==> src/amc_regs.svh <==
// Constants for the converter mode control block: config field positions,
// reset values and timing counts. Assumes a 100 MHz core clock.
`ifndef AMC_REGS_SVH
`define AMC_REGS_SVH

// Config word field positions
`define AMC_CFG_SS_BIT 15
`define AMC_CFG_MUX_HI 14
`define AMC_CFG_MUX_LO 12
`define AMC_CFG_GAIN_HI 11
`define AMC_CFG_GAIN_LO 9
`define AMC_CFG_MODE_BIT 8
`define AMC_CFG_RATE_HI 7
`define AMC_CFG_RATE_LO 5
`define AMC_CFG_TEMP_BIT 4
`define AMC_CFG_PULLUP_BIT 3
`define AMC_CFG_NOP_HI 2
`define AMC_CFG_NOP_LO 1

// Reset value of the config word and the write-valid marker
`define AMC_CFG_RESET 16'h058B
`define AMC_NOP_VALID 2'h1
`define AMC_MODE_SINGLE 1'h1
`define AMC_MODE_CONT 1'h0

// Clock rates and derived oscillator divider
`define AMC_CORE_FREQ_KHZ 100000
`define AMC_OSC_FREQ_KHZ 1000
`define AMC_OSC_DIV (`AMC_CORE_FREQ_KHZ / `AMC_OSC_FREQ_KHZ)

// Early data-ready release before the next result, in oscillator ticks
`define AMC_DRDY_EARLY_US 8
`define AMC_DRDY_EARLY_TICKS (`AMC_DRDY_EARLY_US * `AMC_OSC_FREQ_KHZ / 1000)

// Oscillator ticks per conversion for each data rate code
`define AMC_TICKS_8SPS 17'h1E848
`define AMC_TICKS_16SPS 17'h0F424
`define AMC_TICKS_32SPS 17'h07A12
`define AMC_TICKS_64SPS 17'h03D09
`define AMC_TICKS_128SPS 17'h01E85
`define AMC_TICKS_250SPS 17'h00FA0
`define AMC_TICKS_475SPS 17'h00839
`define AMC_TICKS_860SPS 17'h0048B

// Full-scale spans in millivolts and LSB size per 256 mV of span
`define AMC_SPAN_6144MV 13'h1800
`define AMC_SPAN_4096MV 13'h1000
`define AMC_SPAN_2048MV 13'h0800
`define AMC_SPAN_1024MV 13'h0400
`define AMC_SPAN_512MV 13'h0200
`define AMC_SPAN_256MV 13'h0100
`define AMC_LSB_PV_PER_256MV 28'h0773594

// Saturation codes of an input result
`define AMC_CODE_POS_FULL 16'h7FFF
`define AMC_CODE_NEG_FULL 16'h8000

`endif

==> src/amc_pkg.sv <==
// Types shared by the converter mode control block.
// Assumes amc_regs.svh supplies the numeric constants.
package amc_pkg;

  // Config word as stored and read back
  typedef struct packed {
    logic ss;
    logic [2:0] mux;
    logic [2:0] gain;
    logic mode;
    logic [2:0] rate;
    logic temp_sel;
    logic pullup_en;
    logic [1:0] nop;
    logic rsvd;
  } amc_cfg_t;

  // One finished conversion on its way to the conversion register
  typedef struct packed {
    logic from_temp;
    logic [15:0] code;
  } amc_result_t;

  // Mode sequencer states, one-hot
  typedef enum logic [2:0] {
    AMC_ST_PWRDN = 3'h1,
    AMC_ST_CONV = 3'h2,
    AMC_ST_DONE = 3'h4
  } amc_state_t;

endpackage : amc_pkg

==> src/amc_mode_ctrl.sv <==
// Mode control of a 16-bit converter: config word, serial port, sequencer.
// Assumes analogue results arrive on the core clock; serial pins are async.
// How it works
// - Gain field picks one of six spans
// - LSB size equals span over 32768
// - Timing from 1 MHz tick, no clock pin
// - Temp select bit measures the sensor instead
// - Temp result left-justified, MSB byte first
// - Temp code twos complement, 0.03125 C step
// - Reset reloads every config bit default
// - Start-up rests powered down, logic alive
// - Mode one means single-shot with power-down
// - Serial writes accepted while powered down
// - Start bit powers up, clears, converts once
// - Single-shot powers down after result ready
// - Start bit during conversion is ignored
// - Mode zero converts back to back
// - Mode one or reset leaves continuous
// - 860 SPS conversion lasts about 1.2 ms
// - Serial port carries reads, writes, control
// - Sample input on fall, shift on rise
// - Ready low on result, early high unread in mode zero
// - Input results saturate at full scale
// - Chip select high resets port, floats output
`include "amc_regs.svh"

module amc_mode_ctrl
  import amc_pkg::*;
#(
  parameter int P_OSC_DIV = `AMC_OSC_DIV
) (
  // Clock and reset
  input wire logic i_core_clk,
  input wire logic i_rst,
  // Serial pins from the host
  input wire logic i_cs_n,
  input wire logic i_sclk,
  input wire logic i_din,
  // Combined data and ready pin
  output logic o_serial_out_result_ready,
  output logic o_serial_out_result_ready_oe,
  output logic o_sout_pullup_en,
  // Analogue front end results
  input wire logic [17:0] i_mod_result,
  input wire logic [13:0] i_temp_code,
  // Analogue front end control
  output logic [2:0] o_gain_range_select,
  output logic [12:0] o_full_scale_span,
  output logic [27:0] o_lsb_size_pv,
  output logic [2:0] o_input_mux,
  output logic o_temp_sensor_select,
  output logic o_powered_up,
  output logic o_conv_done
);

  // Data rate code to oscillator ticks per conversion
  function automatic logic [16:0] rate_ticks(input logic [2:0] rate);
    case (rate)
      3'h0: rate_ticks = `AMC_TICKS_8SPS;
      3'h1: rate_ticks = `AMC_TICKS_16SPS;
      3'h2: rate_ticks = `AMC_TICKS_32SPS;
      3'h3: rate_ticks = `AMC_TICKS_64SPS;
      3'h4: rate_ticks = `AMC_TICKS_128SPS;
      3'h5: rate_ticks = `AMC_TICKS_250SPS;
      3'h6: rate_ticks = `AMC_TICKS_475SPS;
      default: rate_ticks = `AMC_TICKS_860SPS;
    endcase
  endfunction : rate_ticks

  // Gain code to span; the two top codes alias the narrowest span
  function automatic logic [12:0] gain_span(input logic [2:0] gain);
    case (gain)
      3'h0: gain_span = `AMC_SPAN_6144MV;
      3'h1: gain_span = `AMC_SPAN_4096MV;
      3'h2: gain_span = `AMC_SPAN_2048MV;
      3'h3: gain_span = `AMC_SPAN_1024MV;
      3'h4: gain_span = `AMC_SPAN_512MV;
      default: gain_span = `AMC_SPAN_256MV;
    endcase
  endfunction : gain_span

  // Clip a wide filter output into 16-bit twos complement
  function automatic logic [15:0] sat16(input logic [17:0] raw);
    if (!raw[17] && (raw[16:15] != 2'h0))
      sat16 = `AMC_CODE_POS_FULL;
    else if (raw[17] && (raw[16:15] != 2'h3))
      sat16 = `AMC_CODE_NEG_FULL;
    else
      sat16 = raw[15:0];
  endfunction : sat16

  // ---------------- Config word and analogue control ----------------
  amc_cfg_t cfg_r;
  amc_cfg_t cfg_wr_word;
  logic cfg_wr;

  // Span and LSB size follow the gain field
  assign o_gain_range_select = cfg_r.gain;
  assign o_full_scale_span = gain_span(cfg_r.gain);
  assign o_lsb_size_pv = 28'(o_full_scale_span[12:8] * `AMC_LSB_PV_PER_256MV);
  assign o_input_mux = cfg_r.mux;
  assign o_sout_pullup_en = cfg_r.pullup_en;

  // Writes land in any state; the start bit is never stored as 1
  always_ff @(posedge i_core_clk)
  begin
    if (i_rst)
      cfg_r <= amc_cfg_t'(`AMC_CFG_RESET);
    else if (cfg_wr)
    begin
      cfg_r <= cfg_wr_word;
      cfg_r.ss <= 1'h0;
    end
  end

  // ---------------- Pin synchronisers ----------------
  logic cs_s1_r, cs_s2_r;
  logic sclk_s1_r, sclk_s2_r, sclk_s3_r;
  logic din_s1_r, din_s2_r;

  // Two flops per pin; the third sclk flop only feeds edge detection
  always_ff @(posedge i_core_clk)
  begin
    if (i_rst)
    begin
      cs_s1_r <= 1'h1;
      cs_s2_r <= 1'h1;
      sclk_s1_r <= 1'h0;
      sclk_s2_r <= 1'h0;
      sclk_s3_r <= 1'h0;
      din_s1_r <= 1'h0;
      din_s2_r <= 1'h0;
    end
    else
    begin
      cs_s1_r <= i_cs_n;
      cs_s2_r <= cs_s1_r;
      sclk_s1_r <= i_sclk;
      sclk_s2_r <= sclk_s1_r;
      sclk_s3_r <= sclk_s2_r;
      din_s1_r <= i_din;
      din_s2_r <= din_s1_r;
    end
  end

  wire frame_on = ~cs_s2_r;
  wire sclk_rise = frame_on & sclk_s2_r & ~sclk_s3_r;
  wire sclk_fall = frame_on & ~sclk_s2_r & sclk_s3_r;

  // ---------------- Serial port ----------------
  logic [5:0] bit_cnt_r;
  logic [15:0] shift_in_r;
  logic [31:0] shift_out_r;
  logic started_r;
  logic sout_r;
  logic new_data_r;
  logic [15:0] conv_r;
  wire [15:0] in_word = {shift_in_r[14:0], din_s2_r};

  // Config is taken after the 16th bit, only when marked valid
  assign cfg_wr_word = amc_cfg_t'(in_word);
  assign cfg_wr = sclk_fall && (bit_cnt_r == 6'h0F)
                  && (cfg_wr_word.nop == `AMC_NOP_VALID);

  // Input bits are sampled on the falling serial edge
  always_ff @(posedge i_core_clk)
  begin
    if (i_rst || !frame_on)
    begin
      bit_cnt_r <= 6'h00;
      shift_in_r <= 16'h0000;
    end
    else if (sclk_fall)
    begin
      shift_in_r <= in_word;
      bit_cnt_r <= bit_cnt_r + 6'h01;
    end
  end

  // Result is locked at the first rising edge and shifted MSB first
  always_ff @(posedge i_core_clk)
  begin
    if (i_rst || !frame_on)
    begin
      started_r <= 1'h0;
      shift_out_r <= 32'h0000_0000;
      sout_r <= 1'h1;
    end
    else if (sclk_rise && !started_r)
    begin
      started_r <= 1'h1;
      shift_out_r <= {conv_r[14:0], cfg_r, 1'h0};
      sout_r <= conv_r[15];
    end
    else if (sclk_rise)
    begin
      shift_out_r <= {shift_out_r[30:0], 1'h0};
      sout_r <= shift_out_r[31];
    end
    else if (cfg_wr)
      shift_out_r[31:16] <= {1'h0, in_word[14:0]}; // Readback of the new word
    else if (!started_r)
      sout_r <= ~new_data_r;
  end

  // Pin floats while deselected; the pull-up enable goes out separately
  assign o_serial_out_result_ready = sout_r;
  assign o_serial_out_result_ready_oe = frame_on;

  // ---------------- Oscillator and sequencer ----------------
  logic [6:0] osc_div_r;
  logic osc_tick;
  amc_state_t state_r, state_nxt;
  logic [16:0] tick_cnt_r;
  logic [16:0] period_r;
  logic conv_temp_r;
  logic buf_in_ready;
  logic buf_out_valid;
  amc_result_t buf_out_data;
  amc_result_t result_word;

  // Internal 1 MHz tick from the core clock; no external converter clock
  assign osc_tick = (osc_div_r == 7'(P_OSC_DIV - 1));

  always_ff @(posedge i_core_clk)
  begin
    if (i_rst || osc_tick)
      osc_div_r <= 7'h00;
    else
      osc_div_r <= osc_div_r + 7'h01;
  end

  wire in_pwrdn = (state_r == AMC_ST_PWRDN);
  wire single_mode = (cfg_r.mode == `AMC_MODE_SINGLE);
  // A start request counts only while idle in single-shot mode
  wire ss_start = cfg_wr && cfg_wr_word.ss && in_pwrdn
                  && (cfg_wr_word.mode == `AMC_MODE_SINGLE);
  wire cont_start = in_pwrdn && !single_mode && !cfg_wr;
  wire conv_end = (state_r == AMC_ST_CONV) && osc_tick
                  && (tick_cnt_r == period_r - 17'h00001);
  // In continuous mode, ready goes high again shortly before an unread next result
  wire early_clr = (state_r == AMC_ST_CONV) && !single_mode && osc_tick
                   && (tick_cnt_r == period_r - 17'(`AMC_DRDY_EARLY_TICKS) - 17'h00001);

  // Next state of the mode sequencer
  always_comb
  begin
    state_nxt = state_r;
    case (state_r)
      AMC_ST_PWRDN:
        if (ss_start || cont_start)
          state_nxt = AMC_ST_CONV;
      AMC_ST_CONV:
        if (conv_end)
          state_nxt = AMC_ST_DONE;
      AMC_ST_DONE:
        if (buf_in_ready)
          state_nxt = single_mode ? AMC_ST_PWRDN : AMC_ST_CONV;
      default:
        state_nxt = AMC_ST_PWRDN;
    endcase
  end

  // Sequencer, conversion timer and per-conversion settings
  always_ff @(posedge i_core_clk)
  begin
    if (i_rst)
    begin
      state_r <= AMC_ST_PWRDN;
      tick_cnt_r <= 17'h00000;
      period_r <= `AMC_TICKS_860SPS;
      conv_temp_r <= 1'h0;
    end
    else
    begin
      state_r <= state_nxt;
      if (state_nxt == AMC_ST_CONV && state_r != AMC_ST_CONV)
      begin
        tick_cnt_r <= 17'h00000;
        period_r <= rate_ticks(cfg_wr ? cfg_wr_word.rate : cfg_r.rate);
        conv_temp_r <= cfg_wr ? cfg_wr_word.temp_sel : cfg_r.temp_sel;
      end
      else if (state_r == AMC_ST_CONV && osc_tick)
        tick_cnt_r <= tick_cnt_r + 17'h00001;
    end
  end

  assign o_powered_up = !in_pwrdn;
  assign o_temp_sensor_select = conv_temp_r;
  assign o_conv_done = (state_r == AMC_ST_DONE) && buf_in_ready;

  // Temp code left-justified; input code clipped at full scale
  assign result_word.from_temp = conv_temp_r;
  assign result_word.code = conv_temp_r ? {i_temp_code, 2'h0}
                                        : sat16(i_mod_result);

  // Finished results wait here while a read holds the register
  amc_pair_buf #(
    .W($bits(amc_result_t))
  ) u_result_buf (
    .i_core_clk(i_core_clk),
    .i_rst(i_rst),
    .i_in_valid(state_r == AMC_ST_DONE),
    .o_in_ready(buf_in_ready),
    .i_in_data(result_word),
    .o_out_valid(buf_out_valid),
    .i_out_ready(!started_r),
    .o_out_data(buf_out_data)
  );

  wire load_conv = buf_out_valid && !started_r;

  // Conversion register; new result wins over any clear of the ready flag
  always_ff @(posedge i_core_clk)
  begin
    if (i_rst)
    begin
      conv_r <= 16'h0000;
      new_data_r <= 1'h0;
    end
    else if (load_conv)
    begin
      conv_r <= buf_out_data.code;
      new_data_r <= 1'h1;
    end
    else if ((sclk_rise && !started_r) || early_clr)
      new_data_r <= 1'h0;
  end

endmodule : amc_mode_ctrl

==> src/amc_pair_buf.sv <==
// Two-entry buffer with valid/ready on both sides.
// Assumes one clock and a synchronous active-high reset.
module amc_pair_buf #(
  parameter int W = 17
) (
  // Clock and reset
  input wire logic i_core_clk,
  input wire logic i_rst,
  // Fill side
  input wire logic i_in_valid,
  output logic o_in_ready,
  input wire logic [W-1:0] i_in_data,
  // Drain side
  output logic o_out_valid,
  input wire logic i_out_ready,
  output logic [W-1:0] o_out_data
);

  logic [W-1:0] mem_r [2];
  logic wr_ptr_r;
  logic rd_ptr_r;
  logic [1:0] count_r;
  wire push = i_in_valid & o_in_ready;
  wire pop = o_out_valid & i_out_ready;

  // Honest full and empty from the occupancy count
  assign o_in_ready = (count_r != 2'h2);
  assign o_out_valid = (count_r != 2'h0);
  assign o_out_data = mem_r[rd_ptr_r];

  // Storage and pointers
  always_ff @(posedge i_core_clk)
  begin
    if (i_rst)
    begin
      wr_ptr_r <= 1'h0;
      rd_ptr_r <= 1'h0;
      count_r <= 2'h0;
    end
    else
    begin
      if (push)
      begin
        mem_r[wr_ptr_r] <= i_in_data;
        wr_ptr_r <= ~wr_ptr_r;
      end
      if (pop)
        rd_ptr_r <= ~rd_ptr_r;
      count_r <= count_r + {1'h0, push} - {1'h0, pop};
    end
  end

endmodule : amc_pair_buf

==> config.mk <==
export PLATFORM = sky130hd
export DESIGN_NAME = amc_mode_ctrl
export DESIGN_NICKNAME = d
export VERILOG_FILES = /design/src/amc_pkg.sv /design/src/amc_mode_ctrl.sv /design/src/amc_pair_buf.sv
export VERILOG_INCLUDE_DIRS = /design/src
export SDC_FILE = /design/constraint.sdc
export NUM_CORES = 1
export LEC_CHECK = 0
export ABC_AREA = 1
export BUFFER_PORTS_ARGS = -buffer_cell sky130_fd_sc_hd__buf_2
export CAP_MARGIN = 20
export CORE_MARGIN = 2
export CORE_UTILIZATION = 40
export CTS_BUF_LIST = sky130_fd_sc_hd__clkbuf_2 sky130_fd_sc_hd__clkbuf_4 sky130_fd_sc_hd__clkbuf_8
export DETAILED_ROUTE_END_ITERATION = 6
export PLACE_DENSITY = 0.63
export SLEW_MARGIN = 10
export SYNTH_ARGS = -nofsm -noshare
export SYNTH_HDL_FRONTEND = slang
export SYNTH_SLANG_ARGS = --single-unit
==> constraint.sdc <==
create_clock -name i_core_clk -period 4.7 [get_ports i_core_clk]
set_clock_uncertainty 0.15 [all_clocks]
set_input_delay 0.235 -clock i_core_clk [delete_from_list [all_inputs] [get_ports i_core_clk]]
set_output_delay 0.235 -clock i_core_clk [all_outputs]
set_load 0.03 [all_outputs]
Word-level counts from Yosys, hierarchy flattened --
Memory sizes are Yosys's and may differ from the RTL's. A register that Yosys moved wholly into a read port is not among the register bits. Index checks and enable logic that the tools add are counted.
Word-level totals: memories 1, output and inout bits 53, bits of input ports 37, bits in latches 0, memory bits (read-only) 0, bits in writable memories 34, word-level logic and storage cells 137, flip-flop bits (word level) 126
Memories:
- u_result_buf.mem_r | depth 2, bits a word 17, rd ports 1, clocked after Yosys merged registers in 1, wr ports 1, RTL line amc_pair_buf.sv:19 | logic [W-1:0] mem_r [2];
Operators by class: magnitude comparators 0, eq/ne operators 24, reduce and logical (&&, ||, !) cells 36, multipliers 1, shifts and indexed selects 0, bitwise operators 12, div/mod/pow operators 0, $add $sub $neg 8, multiplexer cells 25
Operator list (count):
- one-hot mux 17 bit (7 select lines) | 1
- two-way mux 16 bit | 6
- one-hot mux 13 bit (5 select lines) | 1
- equality test 17 bit | 2
- subtractor 17 x 1 -> 17 bit (second input constant) | 2
- two-way mux 32 bit | 1
- multiplier 5 x 21 -> 26 bit (second input constant) | 1
- equality test 3 x 2 -> 1 bit (second input constant) | 6
- logical AND 1 bit | 18
- adder 17 x 1 -> 17 bit (second input constant) | 1
- subtractor 17 x 4 -> 17 bit (second input constant) | 1
- equality test 3 bit (second input constant) | 5
- two-way mux 3 bit | 4
- two-way mux 1 bit | 10
- equality test 3 x 1 -> 1 bit (second input constant) | 3
- one-hot mux 3 bit (3 select lines) | 1
- nonzero test 2 bit | 4
- adder 7 x 1 -> 7 bit (second input constant) | 1
- equality test 7 bit (second input constant) | 1
- adder 6 x 1 -> 6 bit (second input constant) | 1
- bitwise AND 1 bit | 6
- equality test 6 x 4 -> 1 bit (second input constant) | 1
- logical NOT 3 bit | 2
- inequality test 3 x 2 -> 1 bit (second input constant) | 2
- other kinds (12) | 25

Longest topological paths before layout --
depth in word-level cells 14, mapped depth 21, mapped depth without buffers 21

Hierarchy --
Synthesis repeated with hierarchy kept, for this count alone.
Second synthesis, totals: cells, all modules 1329, area total of the unflattened synthesis 10192.3 um^2
By module, submodules not included:
- amc_mode_ctrl | area each 8663.3 um^2, instances 1, seq. area each 2742.6 um^2, cells an instance 1238
- amc_pair_buf | area each 1529.0 um^2, instances 1, seq. area each 1121.1 um^2, cells an instance 91

Least setup slack after synthesis --
OpenSTA, ideal clock, no wires.
path type register to output, from register cfg_r (netlist bit o_gain_range_select[0]), to output port o_lsb_size_pv[25], path slack -38 ps, data arrival time 4353 ps, stages on the path, launching flop included 17, cell sequence dfxtp_1 inv_1 nand2_1 inv_1 nor2_1 inv_1 fa_1 inv_1 ha_1 a21oi_1 o21ai_0 nand2_1 nand2_1 nand2_1 nand3_1 a21oi_1 xnor2_1
Between the ends: cells in the longest elaborated chain, start to end 3, elaborated cells between the ends (all ways) 7
RTL lines:
- start, declared | RTL line amc_mode_ctrl.sv:93 | amc_cfg_t cfg_r;
- start signal, assigned | RTL line amc_mode_ctrl.sv:108 | cfg_r <= amc_cfg_t'(`AMC_CFG_RESET);
- start signal, assigned | RTL line amc_mode_ctrl.sv:111 | cfg_r <= cfg_wr_word;
- equality test 3 bit (tied with other cells) | RTL line amc_mode_ctrl.sv:72 | case (gain)
- one-hot mux 13 bit (5 select lines) (*) | RTL line amc_mode_ctrl.sv:72
- via o_full_scale_span[8] | RTL line amc_mode_ctrl.sv:48 | output logic [12:0] o_full_scale_span,
- multiplier 5 x 21 -> 26 bit (no line) (*)
- end, declared | RTL line amc_mode_ctrl.sv:49 | output logic [27:0] o_lsb_size_pv,
Mark *: on every way through the listed nets, which the timed path passes. The rest lies on a longest branch.

Worst setup path after layout --
from register cfg_r (netlist bit o_gain_range_select[1]), to output port o_lsb_size_pv[25]
Between the ends: cells in the longest elaborated chain, start to end 3, elaborated cells between the ends (all ways) 7
RTL lines (RTL line):
- equality test 3 bit (tied with other cells) | amc_mode_ctrl.sv:72
- one-hot mux 13 bit (5 select lines) (*) | amc_mode_ctrl.sv:72
- multiplier 5 x 21 -> 26 bit (no line) (*)
Mark *: on every way between the ends. The rest lies on a longest branch, timed or not.

==> flow_summary.ini <==
[run_status]
status = finished, final reports clean

[placed_design]
gp_congestion = 0.925
pre_cts_ws_ns = 0.427
dp_hpwl_um = 17600
portBuffers = 79

[synth]
synthArstFlopShare = 0
seq_area_frac_synth = 0.388
synthCells = 1319
yosysWarnings = 0
synth_edf_count = 32
yosysUniqueCellTypes = 46
synthTopCellsByArea = dfxtp_1 (29%), nand2_1 (11%), edfxtp_1 (9.9%)
synth_top_area_frac = 0.290
netlist_top_cells_count = nand2_1 (292), nor2_1 (154), inv_1 (144), dfxtp_1 (141), o21ai_0 (102)
synth.largest_area_cell = dfxtp_1
synth-seq-cells = 173
synth_most_common_cell = nand2_1
syn_area_um2 = 9740
synth_ff_type = dfxtp_1
avgSynthCellArea_um2 = 7.39

[worst_setup_path]
r2r-end = period_r[6]
worstSetupPathType = reg2out
r2r_cells = 9
crit_path_top_delay_cell = fa_1
arrival_ns = 4.07
startpoint_type = flip-flop
critPathMostFrequentCell = inv_1
worst-r2r-setup-slack_ns = 1.64
critPathCaptureType = primary output
worstPathRequired_ns = 4.32
crit_chain = inv_1, nor2_1, inv_1, nor2_4, ha_4, inv_1, fa_1, fa_1, inv_1, ha_2, a21oi_1, o21ai_1, nor2_1, nand3_1, a21oi_2, xnor2_1, clkbuf_4
r2r_start = cs_s2_r
max_stage_delay_ns = 0.51
worstPathMaxFanout = 5

[timing]
hold_viol_final = 0
whs_ns = 0.0101
setup_viol_count_final = 0
slew_headroom = 0.366
fin_crit_sh = 0.948
fmax_mhz = 224
tightest_slew_ns = 0.947
post-route-min-period_ns = 4.46
maxSlewViolCount = 0
fin_ws_ns = 0.243

[routing]
viasPerCell = 5.03
postRouteAntennaNets = 0
wl_per_cell_um = 13.8
vias = 8736
firstDrtPassIters = 5
finalWirelength_um = 23900
drcViolationCount = 0
dr.first_iter.drc_count = 498

[final_layout]
nNetsFinal = 1495
syn_to_final_growth_pct = 14.4
final_layout_size_suffix_gt1_frac = 0.129
seq_area_um2 = 3790
multi_input_area_um2 = 5240
antenna_cells = 0
nFillCells = 2457

[grt]
grt_max_degree = 37
grt-ovfl-total = 0
grt_pass1_wl_um = 39400
antenna_found_initial = 0
grt_util_all_layers = 0.187
grt_pass1_vias = 7967

[cts]
clockBufferDepth = 2
cts_sinks = 173
h-tree-depth = 4
path_clk_slew_ns = 0.11
clk_latency_ns = 0.48
clockRootBuffer = clkbuf_8
cts_inserted_buffers = 17
cts_tree = built

[die]
core_um2 = 24100
fp.dieW_um = 160
fp-row-count = 57
ioPinCount = 90
fp.dieArea_um2 = 25600
die_h_um = 160
initial_utilization = 0.404

[power_and_ir_drop]
design_power_total_mw = 3.08
power_per_cell_area_nw_per_um2 = 277
power_leakage_nw = 4.83
max-vdd-ir-drop_mv = 0.169

[hold_path]
whs_endpoint = u_result_buf.mem_r[1][8]
hold_class = in2reg
min-delay-start = i_mod_result[8]
min_path_cells = 3

[flow_run]
maxCapViolCount = 0
placed cells by master (no fill, tap or decap), drive strengths merged:
| master | netlist | final |
|---|---|---|
| inv | 147 | 153 |
| or2 | 6 | 6 |
| a31o | 2 | 2 |
| a221oi | 2 | 2 |
| clkinv | 3 | 11 |
| a41oi | 11 | 11 |
| nor3 | 21 | 21 |
| dfxtp | 141 | 141 |
| o211ai | 5 | 5 |
| nand4 | 10 | 10 |
| dlygate4sd3 | 0 | 18 |
| xor2 | 41 | 41 |
| nor2 | 159 | 159 |
| edfxtp | 32 | 32 |
| clkbuf | 35 | 20 |
| nand2 | 295 | 295 |
| a211oi | 2 | 2 |
| nor4 | 3 | 3 |
| o2111ai | 2 | 2 |
| ha | 47 | 47 |
| nand3b | 3 | 3 |
| o21bai | 1 | 1 |
| o31ai | 1 | 1 |
| clkinvlp | 0 | 1 |
| fa | 10 | 10 |
| a21o | 4 | 4 |
| nor3b | 2 | 2 |
| a21oi | 76 | 76 |
| xnor2 | 16 | 16 |
| o22ai | 2 | 2 |
| nand3 | 73 | 73 |
| o21ai | 107 | 107 |
| a31oi | 31 | 31 |
| conb | 1 | 12 |
| buf | 28 | 94 |
cell families after synthesis:
| logic type | after synthesis | synth area share |
|---|---|---|
| compound gates | 246 | 0.141 |
| xor+xnor | 57 | 0.0512 |
| fa+ha+maj | 57 | 0.0809 |
| buf+inv | 213 | 0.0909 |
| flops | 173 | 0.388 |
| other cells | 1 | 0.000385 |
| simple gates | 572 | 0.247 |
flip-flops by register name, summed over array words and instances (netlist names), 2 cells and up:
name,cells
o_gain_range_select,3
tick_cnt_r,17
cfg_r,7
period_r,16
state_r,3
o_input_mux,3
u_result_buf.count_r,2
osc_div_r,7
bit_cnt_r,6
conv_r,16
u_result_buf.mem_r,32
shift_out_r,31
shift_in_r,15
how the worst max path moves through the flow:
| stage | startpoint | endpoint | cells past startpoint |
|---|---|---|---|
| floorplan | o_gain_range_select[2] | o_lsb_size_pv[27] | 15 |
| global placement | o_gain_range_select[1] | o_lsb_size_pv[27] | 16 |
| detailed placement | o_gain_range_select[1] | o_lsb_size_pv[25] | 20 |
| CTS | o_gain_range_select[1] | o_lsb_size_pv[25] | 20 |
| global route | o_gain_range_select[1] | o_lsb_size_pv[27] | 19 |
| finish | o_gain_range_select[1] | o_lsb_size_pv[25] | 17 |
metal layers:
metal | routed length, µm | vias up | track usage
met5 | 0 | - | 0
met4 | 404 | 0 | 0.0524
met3 | 857 | 26 | 0.0268
met2 | 11200 | 193 | 0.308
met1 | 11500 | 4040 | 0.257
li1 | - | 4477 | -
per-stage QoR:
step	instance area, µm²	std cells	util	setup TNS (ns)
floorplan	9790	1330	-	0
global placement	10400	1684	0.431	0
detailed placement	10400	1684	0.431	0
CTS	11000	1734	0.456	0
global route	11100	1738	0.462	-0.116
finish	11100	1738	0.462	0
critical path: cells and delay by family, from the launching register on:
family	cells	cell delay [ns]
fa+ha+maj	4	1.53
simple gates	4	0.61
buf+inv	5	0.54
compound gates	3	0.43
flops	1	0.39
xor+xnor	1	0.12
where the power goes:
| group | switching, mW | internal (mW) |
|---|---|---|
| Clock | 0.665 | 0.415 |
| Sequential | 0.0735 | 1.60 |
| Combinational | 0.214 | 0.117 |
| Total | 0.952 | 2.13 |
what timing repair did:
| item | in CTS | in global routing |
|---|---|---|
| endpoints found under the setup margin | 3 | 10 |
| pin swaps | 0 | 2 |
| endpoints found under the hold margin | 31 | 0 |
| gates cloned | 0 | 0 |
| buffers inserted | 0 | 4 |
| gates resized for setup | 1 | 31 |
| hold buffers | 18 | 0 |
cell type report:
class,instances,share of cell area
clock buffer,17,0.0210
clock inverter,15,0.0170
inverter,150,0.0510
multi-input combinational,944,0.470
sequential,173,0.340
tap,324,0.0364
timing repair buffer,115,0.0647
Power figures use the tool's default switching activity.
